--- config.mk ---
export PLATFORM = sky130hd
export DESIGN_NAME = dmas_slice
export DESIGN_NICKNAME = d
export VERILOG_FILES = /design/src/inc/dmas_pkg.sv /design/src/verilog/dmas_counter.sv /design/src/verilog/dmas_slice.sv
export SDC_FILE = /design/constraint.sdc
export NUM_CORES = 1
export LEC_CHECK = 0
export ABC_CLOCK_PERIOD_IN_PS = 3200
export BUFFER_PORTS_ARGS = -buffer_cell sky130_fd_sc_hd__buf_4
export CORE_UTILIZATION = 30
export CTS_CLUSTER_DIAMETER = 80
export CTS_CLUSTER_SIZE = 25
export DETAILED_ROUTE_END_ITERATION = 16
export HOLD_SLACK_MARGIN = 0.05
export PLACE_DENSITY_LB_ADDON = 0.12
export SLEW_MARGIN = 15
export SYNTH_ARGS = -nofsm -noshare
export SYNTH_HDL_FRONTEND = slang
export SYNTH_HIERARCHICAL = 1
export SYNTH_SLANG_ARGS = --single-unit
--- constraint.sdc ---
create_clock -name clk_sys -period 3.2 [get_ports clk_sys]
set_clock_uncertainty 0.2 [all_clocks]
set_input_delay 0.64 -clock clk_sys [delete_from_list [all_inputs] [get_ports clk_sys]]
set_output_delay 0.64 -clock clk_sys [all_outputs]
set_load 0.1 [all_outputs]
--- src/inc/dmas_pkg.sv ---
// shared constants for the dma address and word count slice
package dmas_pkg;
  localparam int DATA_W = 8;
  localparam int MODE_W = 3;
  localparam int DIR_BIT = 2;
  localparam int MODE_LSB = 0;
  localparam int PAD_W = 5;
  // instruction codes
  localparam logic [2:0] INSTR_WRITE_MODE = 3'h0;
  localparam logic [2:0] INSTR_READ_MODE = 3'h1;
  localparam logic [2:0] INSTR_READ_COUNT = 3'h2;
  localparam logic [2:0] INSTR_READ_ADDR = 3'h3;
  localparam logic [2:0] INSTR_RESTORE = 3'h4;
  localparam logic [2:0] INSTR_LOAD_ADDR = 3'h5;
  localparam logic [2:0] INSTR_LOAD_COUNT = 3'h6;
  localparam logic [2:0] INSTR_ENABLE_COUNT = 3'h7;
  // operating modes held in the two mode bits
  localparam logic [1:0] MODE_COUNT_ZERO = 2'h0;
  localparam logic [1:0] MODE_COUNT_CMP = 2'h1;
  localparam logic [1:0] MODE_ADDR_CMP = 2'h2;
  localparam logic [1:0] MODE_CARRY_OUT = 2'h3;
  // values after reset and fixed patterns
  localparam logic [2:0] MODE_RST = 3'h0;
  localparam logic [7:0] BYTE_RST = 8'h00;
  localparam logic [7:0] BYTE_ZERO = 8'h00;
  localparam logic [7:0] BYTE_ONE = 8'h01;
  localparam logic [4:0] READ_MODE_PAD = 5'h1f;
endpackage : dmas_pkg

--- src/verilog/dmas_counter.sv ---
// loadable up/down counter with active-low carry chain
`timescale 1ns/100ps
module dmas_counter #(
  parameter int WIDTH = 8
) (
  // clock and reset
  input wire logic clk_sys,
  input wire logic nrst,
  // control
  input wire logic load,
  input wire logic [WIDTH-1:0] load_val,
  input wire logic count_en,
  input wire logic up,
  input wire logic carry_in_n,
  // state
  output logic [WIDTH-1:0] count_q,
  output logic carry_out_n
);
  logic [WIDTH-1:0] count_d;
  logic terminal;

  // wraps modulo two to the width in either direction
  always_comb begin
    count_d = count_q;
    if (load) begin
      count_d = load_val;
    end else if (count_en && !carry_in_n) begin
      if (up) begin
        count_d = count_q + {{(WIDTH-1){1'b0}}, 1'b1};
      end else begin
        count_d = count_q - {{(WIDTH-1){1'b0}}, 1'b1};
      end
    end
  end

  always_ff @(posedge clk_sys or negedge nrst) begin
    if (!nrst) begin
      count_q <= '0;
    end else begin
      count_q <= count_d;
    end
  end

  // ripple out only when this slice is about to roll over
  assign terminal = up ? (&count_q) : (~|count_q);
  assign carry_out_n = !(count_en && !carry_in_n && terminal);
endmodule : dmas_counter

--- src/verilog/dmas_slice.sv ---
// eight-bit dma address generator slice with word count and transfer-complete
`timescale 1ns/100ps
// What this block does
// - low mode bits pick mode, bit two direction
// - address counter steps on enable and carry
// - slices chain through active-low address carries
// - address counter counts, holds, loads data, restores
// - load address fills save and counter
// - word counter up modes 1,3, down 0
// - load count fills counter and save
// - mode 1 load count clears counter
// - word counter steps on enable and carry
// - transfer-complete is combinational, wired-and output
// - mode 0 done at one or zero
// - mode 1 done comparing against saved count
// - mode 2 done when address equals final
// - mode 3 done stays low, carry signals
// - read instructions mux state onto data lines
// - address lines driven only while enable low
// - control decoded from instruction and mode bits
// - all state changes on rising clock edge
// - eight instruction codes from zero to seven
// - mode 2 enable counts only the address
// - restore copies saves, mode 1 clears count
// - mode read pads ones, write ignores them
module dmas_slice (
  // clock and reset
  input wire logic clk_sys,
  input wire logic nrst,
  // instruction from the controller
  input wire logic [2:0] instruction_select,
  // carry chain
  input wire logic addr_carry_in_n,
  output logic addr_carry_out_n,
  input wire logic count_carry_in_n,
  output logic count_carry_out_n,
  // bidirectional data lines
  input wire logic [7:0] data_lines_in,
  output logic [7:0] data_lines_out,
  output logic data_lines_oe,
  // address output lines
  input wire logic addr_out_enable_n,
  output logic [7:0] addr_lines_out,
  output logic addr_lines_oe,
  // open-collector transfer complete
  input wire logic done_in,
  output logic done_out,
  output logic done_oe
);
  logic [2:0] mode_direction_q;
  logic [2:0] mode_direction_d;
  logic [7:0] start_address_save_q;
  logic [7:0] start_address_save_d;
  logic [7:0] saved_count_q;
  logic [7:0] saved_count_d;
  logic [7:0] address_counter;
  logic [7:0] word_counter;
  logic [1:0] mode_bits;
  logic direction_bit;
  logic write_mode_instr;
  logic read_mode_instr;
  logic read_count_instr;
  logic read_addr_instr;
  logic restore_counters_instr;
  logic load_addr_instr;
  logic load_count_instr;
  logic enable_count_instr;
  logic addr_load;
  logic [7:0] addr_load_val;
  logic addr_count_en;
  logic addr_up;
  logic word_load;
  logic [7:0] word_load_val;
  logic word_count_en;
  logic word_up;
  logic [7:0] word_plus_one;
  logic done;

  assign mode_bits = mode_direction_q[dmas_pkg::MODE_LSB +: 2];
  assign direction_bit = mode_direction_q[dmas_pkg::DIR_BIT];

  // instruction decode
  always_comb begin
    write_mode_instr = (instruction_select == dmas_pkg::INSTR_WRITE_MODE);
    read_mode_instr = (instruction_select == dmas_pkg::INSTR_READ_MODE);
    read_count_instr = (instruction_select == dmas_pkg::INSTR_READ_COUNT);
    read_addr_instr = (instruction_select == dmas_pkg::INSTR_READ_ADDR);
    restore_counters_instr = (instruction_select == dmas_pkg::INSTR_RESTORE);
    load_addr_instr = (instruction_select == dmas_pkg::INSTR_LOAD_ADDR);
    load_count_instr = (instruction_select == dmas_pkg::INSTR_LOAD_COUNT);
    enable_count_instr = (instruction_select == dmas_pkg::INSTR_ENABLE_COUNT);
  end

  // counter control depends on instruction and mode bits together
  always_comb begin
    addr_load = load_addr_instr || restore_counters_instr;
    addr_load_val = load_addr_instr ? data_lines_in : start_address_save_q;
    addr_count_en = enable_count_instr;
    // direction bit clear means increment
    addr_up = !direction_bit;
    word_load = load_count_instr || restore_counters_instr;
    if (mode_bits == dmas_pkg::MODE_COUNT_CMP) begin
      word_load_val = dmas_pkg::BYTE_ZERO;
    end else if (load_count_instr) begin
      word_load_val = data_lines_in;
    end else begin
      word_load_val = saved_count_q;
    end
    word_count_en = enable_count_instr && (mode_bits != dmas_pkg::MODE_ADDR_CMP);
    word_up = (mode_bits != dmas_pkg::MODE_COUNT_ZERO);
  end

  // mode register and the two save registers
  always_comb begin
    mode_direction_d = mode_direction_q;
    start_address_save_d = start_address_save_q;
    saved_count_d = saved_count_q;
    if (write_mode_instr) begin
      mode_direction_d = data_lines_in[dmas_pkg::MODE_W-1:0];
    end
    if (load_addr_instr) begin
      start_address_save_d = data_lines_in;
    end
    if (load_count_instr) begin
      saved_count_d = data_lines_in;
    end
  end

  // no reset exists on the slice pins; nrst only gives a known start
  always_ff @(posedge clk_sys or negedge nrst) begin
    if (!nrst) begin
      mode_direction_q <= dmas_pkg::MODE_RST;
      start_address_save_q <= dmas_pkg::BYTE_RST;
      saved_count_q <= dmas_pkg::BYTE_RST;
    end else begin
      mode_direction_q <= mode_direction_d;
      start_address_save_q <= start_address_save_d;
      saved_count_q <= saved_count_d;
    end
  end

  dmas_counter #(
    .WIDTH(dmas_pkg::DATA_W)
  ) u_addr_counter (
    .clk_sys(clk_sys),
    .nrst(nrst),
    .load(addr_load),
    .load_val(addr_load_val),
    .count_en(addr_count_en),
    .up(addr_up),
    .carry_in_n(addr_carry_in_n),
    .count_q(address_counter),
    .carry_out_n(addr_carry_out_n)
  );

  dmas_counter #(
    .WIDTH(dmas_pkg::DATA_W)
  ) u_word_counter (
    .clk_sys(clk_sys),
    .nrst(nrst),
    .load(word_load),
    .load_val(word_load_val),
    .count_en(word_count_en),
    .up(word_up),
    .carry_in_n(count_carry_in_n),
    .count_q(word_counter),
    .carry_out_n(count_carry_out_n)
  );

  // transfer complete, no clock between counters and pin
  assign word_plus_one = word_counter + dmas_pkg::BYTE_ONE;
  always_comb begin
    done = 1'b0;
    case (mode_bits)
      dmas_pkg::MODE_COUNT_ZERO: begin
        done = count_carry_in_n ? (word_counter == dmas_pkg::BYTE_ZERO)
                                : (word_counter == dmas_pkg::BYTE_ONE);
      end
      dmas_pkg::MODE_COUNT_CMP: begin
        done = count_carry_in_n ? (word_counter == saved_count_q)
                                : (word_plus_one == saved_count_q);
      end
      dmas_pkg::MODE_ADDR_CMP: begin
        done = (address_counter == word_counter);
      end
      default: begin
        done = 1'b0;
      end
    endcase
  end
  // pull low when not complete so slices combine as wired-and
  assign done_out = 1'b0;
  assign done_oe = !done;

  // data mux; a read drives for as long as the instruction stays
  always_comb begin
    data_lines_out = dmas_pkg::BYTE_ZERO;
    data_lines_oe = 1'b0;
    if (read_mode_instr) begin
      data_lines_out = {dmas_pkg::READ_MODE_PAD, mode_direction_q};
      data_lines_oe = 1'b1;
    end else if (read_count_instr) begin
      data_lines_out = word_counter;
      data_lines_oe = 1'b1;
    end else if (read_addr_instr) begin
      data_lines_out = address_counter;
      data_lines_oe = 1'b1;
    end
  end

  assign addr_lines_out = address_counter;
  assign addr_lines_oe = !addr_out_enable_n;
endmodule : dmas_slice

Yosys cells after proc, flatten, opt, wreduce, memory -nomap -nowiden:

Cells that the tools add are included.

* shift-type cells: 0
* div/mod/pow operators: 0
* multipliers: 0
* bitwise logic cells: 0
* reduce and logical (&&, ||, !) cells: 25
* magnitude comparators: 0
* equal/unequal tests: 14
* add/sub/neg operators: 4
* multiplexer cells: 20

Operator list (count)
* 2-to-1 mux 8 bit: 12
* equality test 8 bit: 3
* adder 8 x 1 -> 8 bit, second input constant: 2
* AND reduction 8 bit: 2
* OR reduction 8 bit: 2
* subtractor 8 x 1 -> 8 bit, second input constant: 2
* equality test 3 bit, second input constant: 4
* equality test 8 x 1 -> 1 bit, second input constant: 1
* logical NOT 1 bit: 8
* logical NOT 8 bit: 1
* 2-to-1 mux 1 bit: 7
* equality test 3 x 2 -> 1 bit, second input constant: 2
* nonzero test 2 bit: 3
* logical AND 1 bit: 5
* equality test 3 x 1 -> 1 bit, second input constant: 1
* logical NOT 3 bit: 1
* case mux 1 bit (3 select lines): 1
* equality test 2 x 1 -> 1 bit, second input constant: 1
* equality test 2 bit, second input constant: 1
* logical NOT 2 bit: 1
* logical OR 1 bit: 2
* inequality test 2 bit, second input constant: 1

* memories: 0
* bits in writable memories: 0
* output and inout bits: 22
* latch bits: 0
* bits in read-only memories: 0
* bits in registers: 35

Depth between registers and ports, before layout:

* depth after elaboration: 5
* depth in mapped cells: 9
* depth with buffers taken out: 8

Hierarchy:

Netlist, hierarchy kept.

Modules (own cells, without submodules)
* dmas_counter: cells an instance 95, instances 2, area an instance 767.0 sq um
* dmas_slice: cells an instance 156, instances 1, area an instance 1432.6 sq um

Least setup slack after synthesis:

OpenSTA, ideal clock, no wires.

* path type: register to output
* from: register u_addr_counter.count_q[5]
* to: output addr_carry_out_n
* cell stages (with the launch flop): 5
* path slack: -1056 ps
* arrival: 3416 ps
* path buffers: 0
* cell sequence: dfrtp_1 > nor4_1 > nand2_1 > nor4_1 > o21ai_0

* longest elaborated chain between the ends: 5
* elaborated cells on any way between the ends: 6

Ends and longest elaborated chain
* start: declaration: RTL line dmas_counter.sv:16 `output logic [WIDTH-1:0] count_q,`
* start signal: assignment: RTL line dmas_counter.sv:40 `count_q <= count_d;`
* OR reduction 8 bit: RTL line dmas_counter.sv:45 `assign terminal = up ? (&count_q) : (~|count_q);`
* logical NOT 1 bit: RTL line dmas_counter.sv:45
* 2-to-1 mux 1 bit (*): RTL line dmas_counter.sv:45
* logical AND 1 bit (*): RTL line dmas_counter.sv:46 `assign carry_out_n = !(count_en && !carry_in_n && terminal);`
* logical NOT 1 bit (*): RTL line dmas_counter.sv:46
* end: declaration: RTL line dmas_slice.sv:34 `output logic addr_carry_out_n,`

Every way passes the cells marked *; elsewhere a longest branch is shown, timed or not.

Worst setup path after layout:

* from: register u_word_counter.count_q[1]
* to: output done_oe

* longest elaborated chain between the ends: 5
* elaborated cells on any way between the ends: 10

Ends and longest elaborated chain
* start: declaration: RTL line dmas_counter.sv:16
* start signal: assignment: RTL line dmas_counter.sv:40
* adder 8 x 1 -> 8 bit: RTL line dmas_slice.sv:171 `assign word_plus_one = word_counter + dmas_pkg::BYTE_ONE;`
* equality test 8 bit: RTL line dmas_slice.sv:181 `: (word_plus_one == saved_count_q);`
* 2-to-1 mux 1 bit: RTL line dmas_slice.sv:180 `done = count_carry_in_n ? (word_counter == saved_count_q)`
* case mux 1 bit (3 select lines) (*): RTL line dmas_slice.sv:174 `case (mode_bits)`
* logical NOT 1 bit (*): RTL line dmas_slice.sv:193 `assign done_oe = !done;`
* end: declaration: RTL line dmas_slice.sv:48 `output logic done_oe`

Marked as above.

==> impl_metrics.tcl <==
set metrics [dict create \
    synthDominantCellAreaShare_pct 29.52 \
    synth.yosys.seq_area_share_pct 29.52 \
    rsz0062_at_grt "false" \
    worst_slew_pin_slew_ns 0.6073 \
    drt_drc_violations_left 0 \
    dominantRegCellSynth "dfrtp_1" \
    coreArea_um2 9415 \
    detailedRoute.firstIterationViolations 98 \
    share_of_post_route_cells_with_drive_strength_above_1_pct 26.10 \
    tritoncts "done" \
    synth_edf_count 0 \
    final.hold.worst_slack_ns 0.1034 \
    die_height_um 101.4 \
    crit_path_start "u_word_counter/count_q[1]" \
    r2r-start "mode_direction_q[0]" \
    numCtsBuffers 5 \
    critical_path_startpoint_category "flop" \
    gr_util_all_layers_pct 16.94 \
    shortest_period_the_worst_path_allows_ns 3.059 \
    ctsHoldBuffers 0 \
    synthCells 346 \
    synthesis.area_um2 2967 \
    rr_worst_depth 8 \
    max_vdd_drop_uv 241.7 \
    share_of_the_clock_period_used_by_the_worst_path_pct 95.60 \
    yosysUniqueCellTypes 50 \
    design_area_um2 3563 \
    rr_endpoint "u_word_counter/count_q[6]" \
    synth-async-reset-ratio_pct 100.0 \
    hp-class "in -> async" \
    yosys_warnings 6 \
    critPathArrivalTime_ns 2.22 \
    setup_slack_reg_to_reg_ns 0.54 \
    design.die.area_um2 10290 \
    total_power_mw 2.428 \
    end_kind "primary output" \
    first_global_vias 2568 \
    grt_antenna_before_repair 0 \
    grt_pass1_wl_um 13460 \
    boundaryPins 39 \
    synth_most_common_cell "dfrtp_1" \
    detail-route-antenna-nets 0 \
    wl_per_cell_um 16.08 \
    ctsRootBufferMaster "clkbuf_8" \
    result_of_the_run "finished, final reports clean" \
    path_clk_slew_ns 0.08 \
    static_leakage_nw 1.553 \
    finalWirelength_um 8297 \
    place_area_um2 3436 \
    yosys-top-cells-count "dfrtp_1, nand2_1, a21oi_1, o21ai_0, nor2_1" \
    final.setup.tns_ns 0 \
    largest_net_degree_at_the_start_of_global_routing 36 \
    die-width_um 101.4 \
    vias 2632 \
    power_density_nw_per_um2 681.4 \
    detail_route.first_pass.iterations 4 \
    clock_latency_ns 0.29 \
    h_tree_depth 2 \
    path_class "reg -> out" \
    timing.critical_path.fanout_max 9 \
    post_synth_main_area_contributors "dfrtp_1, mux2_2, ha_1, xnor2_1, a21oi_1" \
    required_time_worst_endpoint_ns 2.36 \
    max_clock_freq_mhz 326.9 \
    num_antenna_cells 0 \
    fp-row-count 35 \
    buffer_ports.inserted 36 \
    viasPerCell 5.101 \
    finalSetupViolations 0 \
    initial_utilization_pct 31.51 \
    slew_headroom_pct 59.20 \
    overflow_after_grt 0 \
    dp.final_hpwl_um 6318 \
    report.final.slew_viol_count 0 \
    report.final.hold_viol_count 0 \
    cell_type_with_the_largest_total_area_after_synthesis "dfrtp_1" \
    routabilityCongestion 0.7923 \
    syn_avg_cell_area_um2 8.574 \
    synth.net_count 380 \
    area_delta_synth_final_pct 20.12 \
    max-clock-path-buffers 2 \
    num-nets-final 420 \
    ys_seq_elements 35 \
    tritoncts_num_sinks 35 \
    cap_viol_max_count 0 \
]
-- cell families (layout without fill, tap and decap cells) --
kind of cell             after synthesis  after routing  share of synthesized area [%]
AO/OA/AOI/OAI                         83             83                          17.34
XOR/XNOR                              22             22                          6.495
adder cells (fa/ha/maj)               17             17                          7.676
buffers and inverters                 29             70                          4.934
flip-flops                            35             35                          29.52
multiplexers                          26             26                          9.490
other                                  1              1                         0.1264
AND/OR/NAND/NOR                      133            133                          24.42
-- final cells by class --
class | instances | area [µm²]
Inverter | 13 | 48.80
Sequential cell | 35 | 880.8
Clock inverter | 3 | 47.55
Multi-Input combinational cell | 282 | 1988
Clock buffer | 5 | 68.82
Fill cell | 976 | 5852
Timing Repair Buffer | 49 | 367.9
Tap cell | 129 | 161.4
-- how the worst max path moves through the flow --
| stage | end | slack [ns] | depth (start not counted) |
|---|---|---|---|
| floorplan | addr_carry_out_n | -0.30 | 4 |
| global placement | done_oe | 0.09 | 9 |
| detailed placement | done_oe | 0.07 | 9 |
| CTS | done_oe | 0.0005 | 9 |
| global route | done_oe | 0.02 | 5 |
| finish | done_oe | 0.14 | 9 |
-- through the flow --
step | std cells | utilization [%] | setup slack, ns
after floorplan | 346 | - | -0.3001
after global placement | 508 | 36.49 | 0.09001
after detailed placement | 508 | 36.49 | 0.07128
after CTS | 516 | 37.75 | 0.0005234
after global routing | 516 | 37.85 | 0.01946
final | 516 | 37.85 | 0.1409
-- timing repair --
| action | CTS | global route |
|---|---|---|
| setup endpoints to repair | 1 | 1 |
| pin swaps | 0 | 0 |
| gates resized for setup | 2 | 3 |
| setup buffers | 0 | 0 |
-- metal layers --
metal / global-route usage (%) / up-vias / routed length, µm
met5: 0 / - / 0
met4: 2.341 / 0 / 15
li1: - / 1317 / -
met3: 2.346 / 2 / 201
met1: 25.12 / 1274 / 4407
met2: 26.64 / 39 / 3673
-- critical path: stages (launching register included) --
cell and delay, ns:
dfrtp_2 0.48, inv_1 0.09, ha_1 0.28, mux2i_1 0.18, xor2_1 0.16, nand3_1 0.11, nor4_2 0.19, buf_4 0.17
a21oi_4 0.04, buf_4 0.24
-- where the power goes --
group          switching [mW]  internal, mW  total, mW
logic                   0.804         0.480       1.28
registers               0.180         0.541      0.722
clock network           0.185         0.236      0.422
-- state kept, by name, summed over array words and instances (netlist names) --
register                flops
mode_direction_q            3
saved_count_q               8
start_address_save_q        8
u_addr_counter/count_q      8
u_word_counter/count_q      8
-- layout by cell type, fill, tap and decap left out, types with 2 or more instances in the layout --
cell type / instances
o21ai_1: 6
and3_1: 8
buf_4: 49
a21o_2: 2
ha_1: 15
a211oi_2: 2
nor2_1: 17
nand3_1: 11
a211oi_1: 4
inv_1: 12
nand2_1: 30
a211o_1: 2
nor2_2: 4
a21oi_1: 19
and2_0: 2
xnor2_1: 16
a21oi_2: 5
mux2_2: 17
o2bb2ai_1: 2
nor4_1: 4
fa_1: 2
nor3b_2: 2
or4_1: 4
nor2b_1: 18
a21o_1: 4
and4b_1: 2
dfrtp_2: 4
nor3_1: 15
o211ai_1: 2
clkbuf_8: 5
nand4_1: 6
o21bai_1: 4
dfrtp_1: 31
xor2_1: 6
mux2i_1: 9
o21ai_0: 23
nand2b_1: 4
a2bb2oi_1: 2
Note: power is estimated with default switching activity, not from simulation.
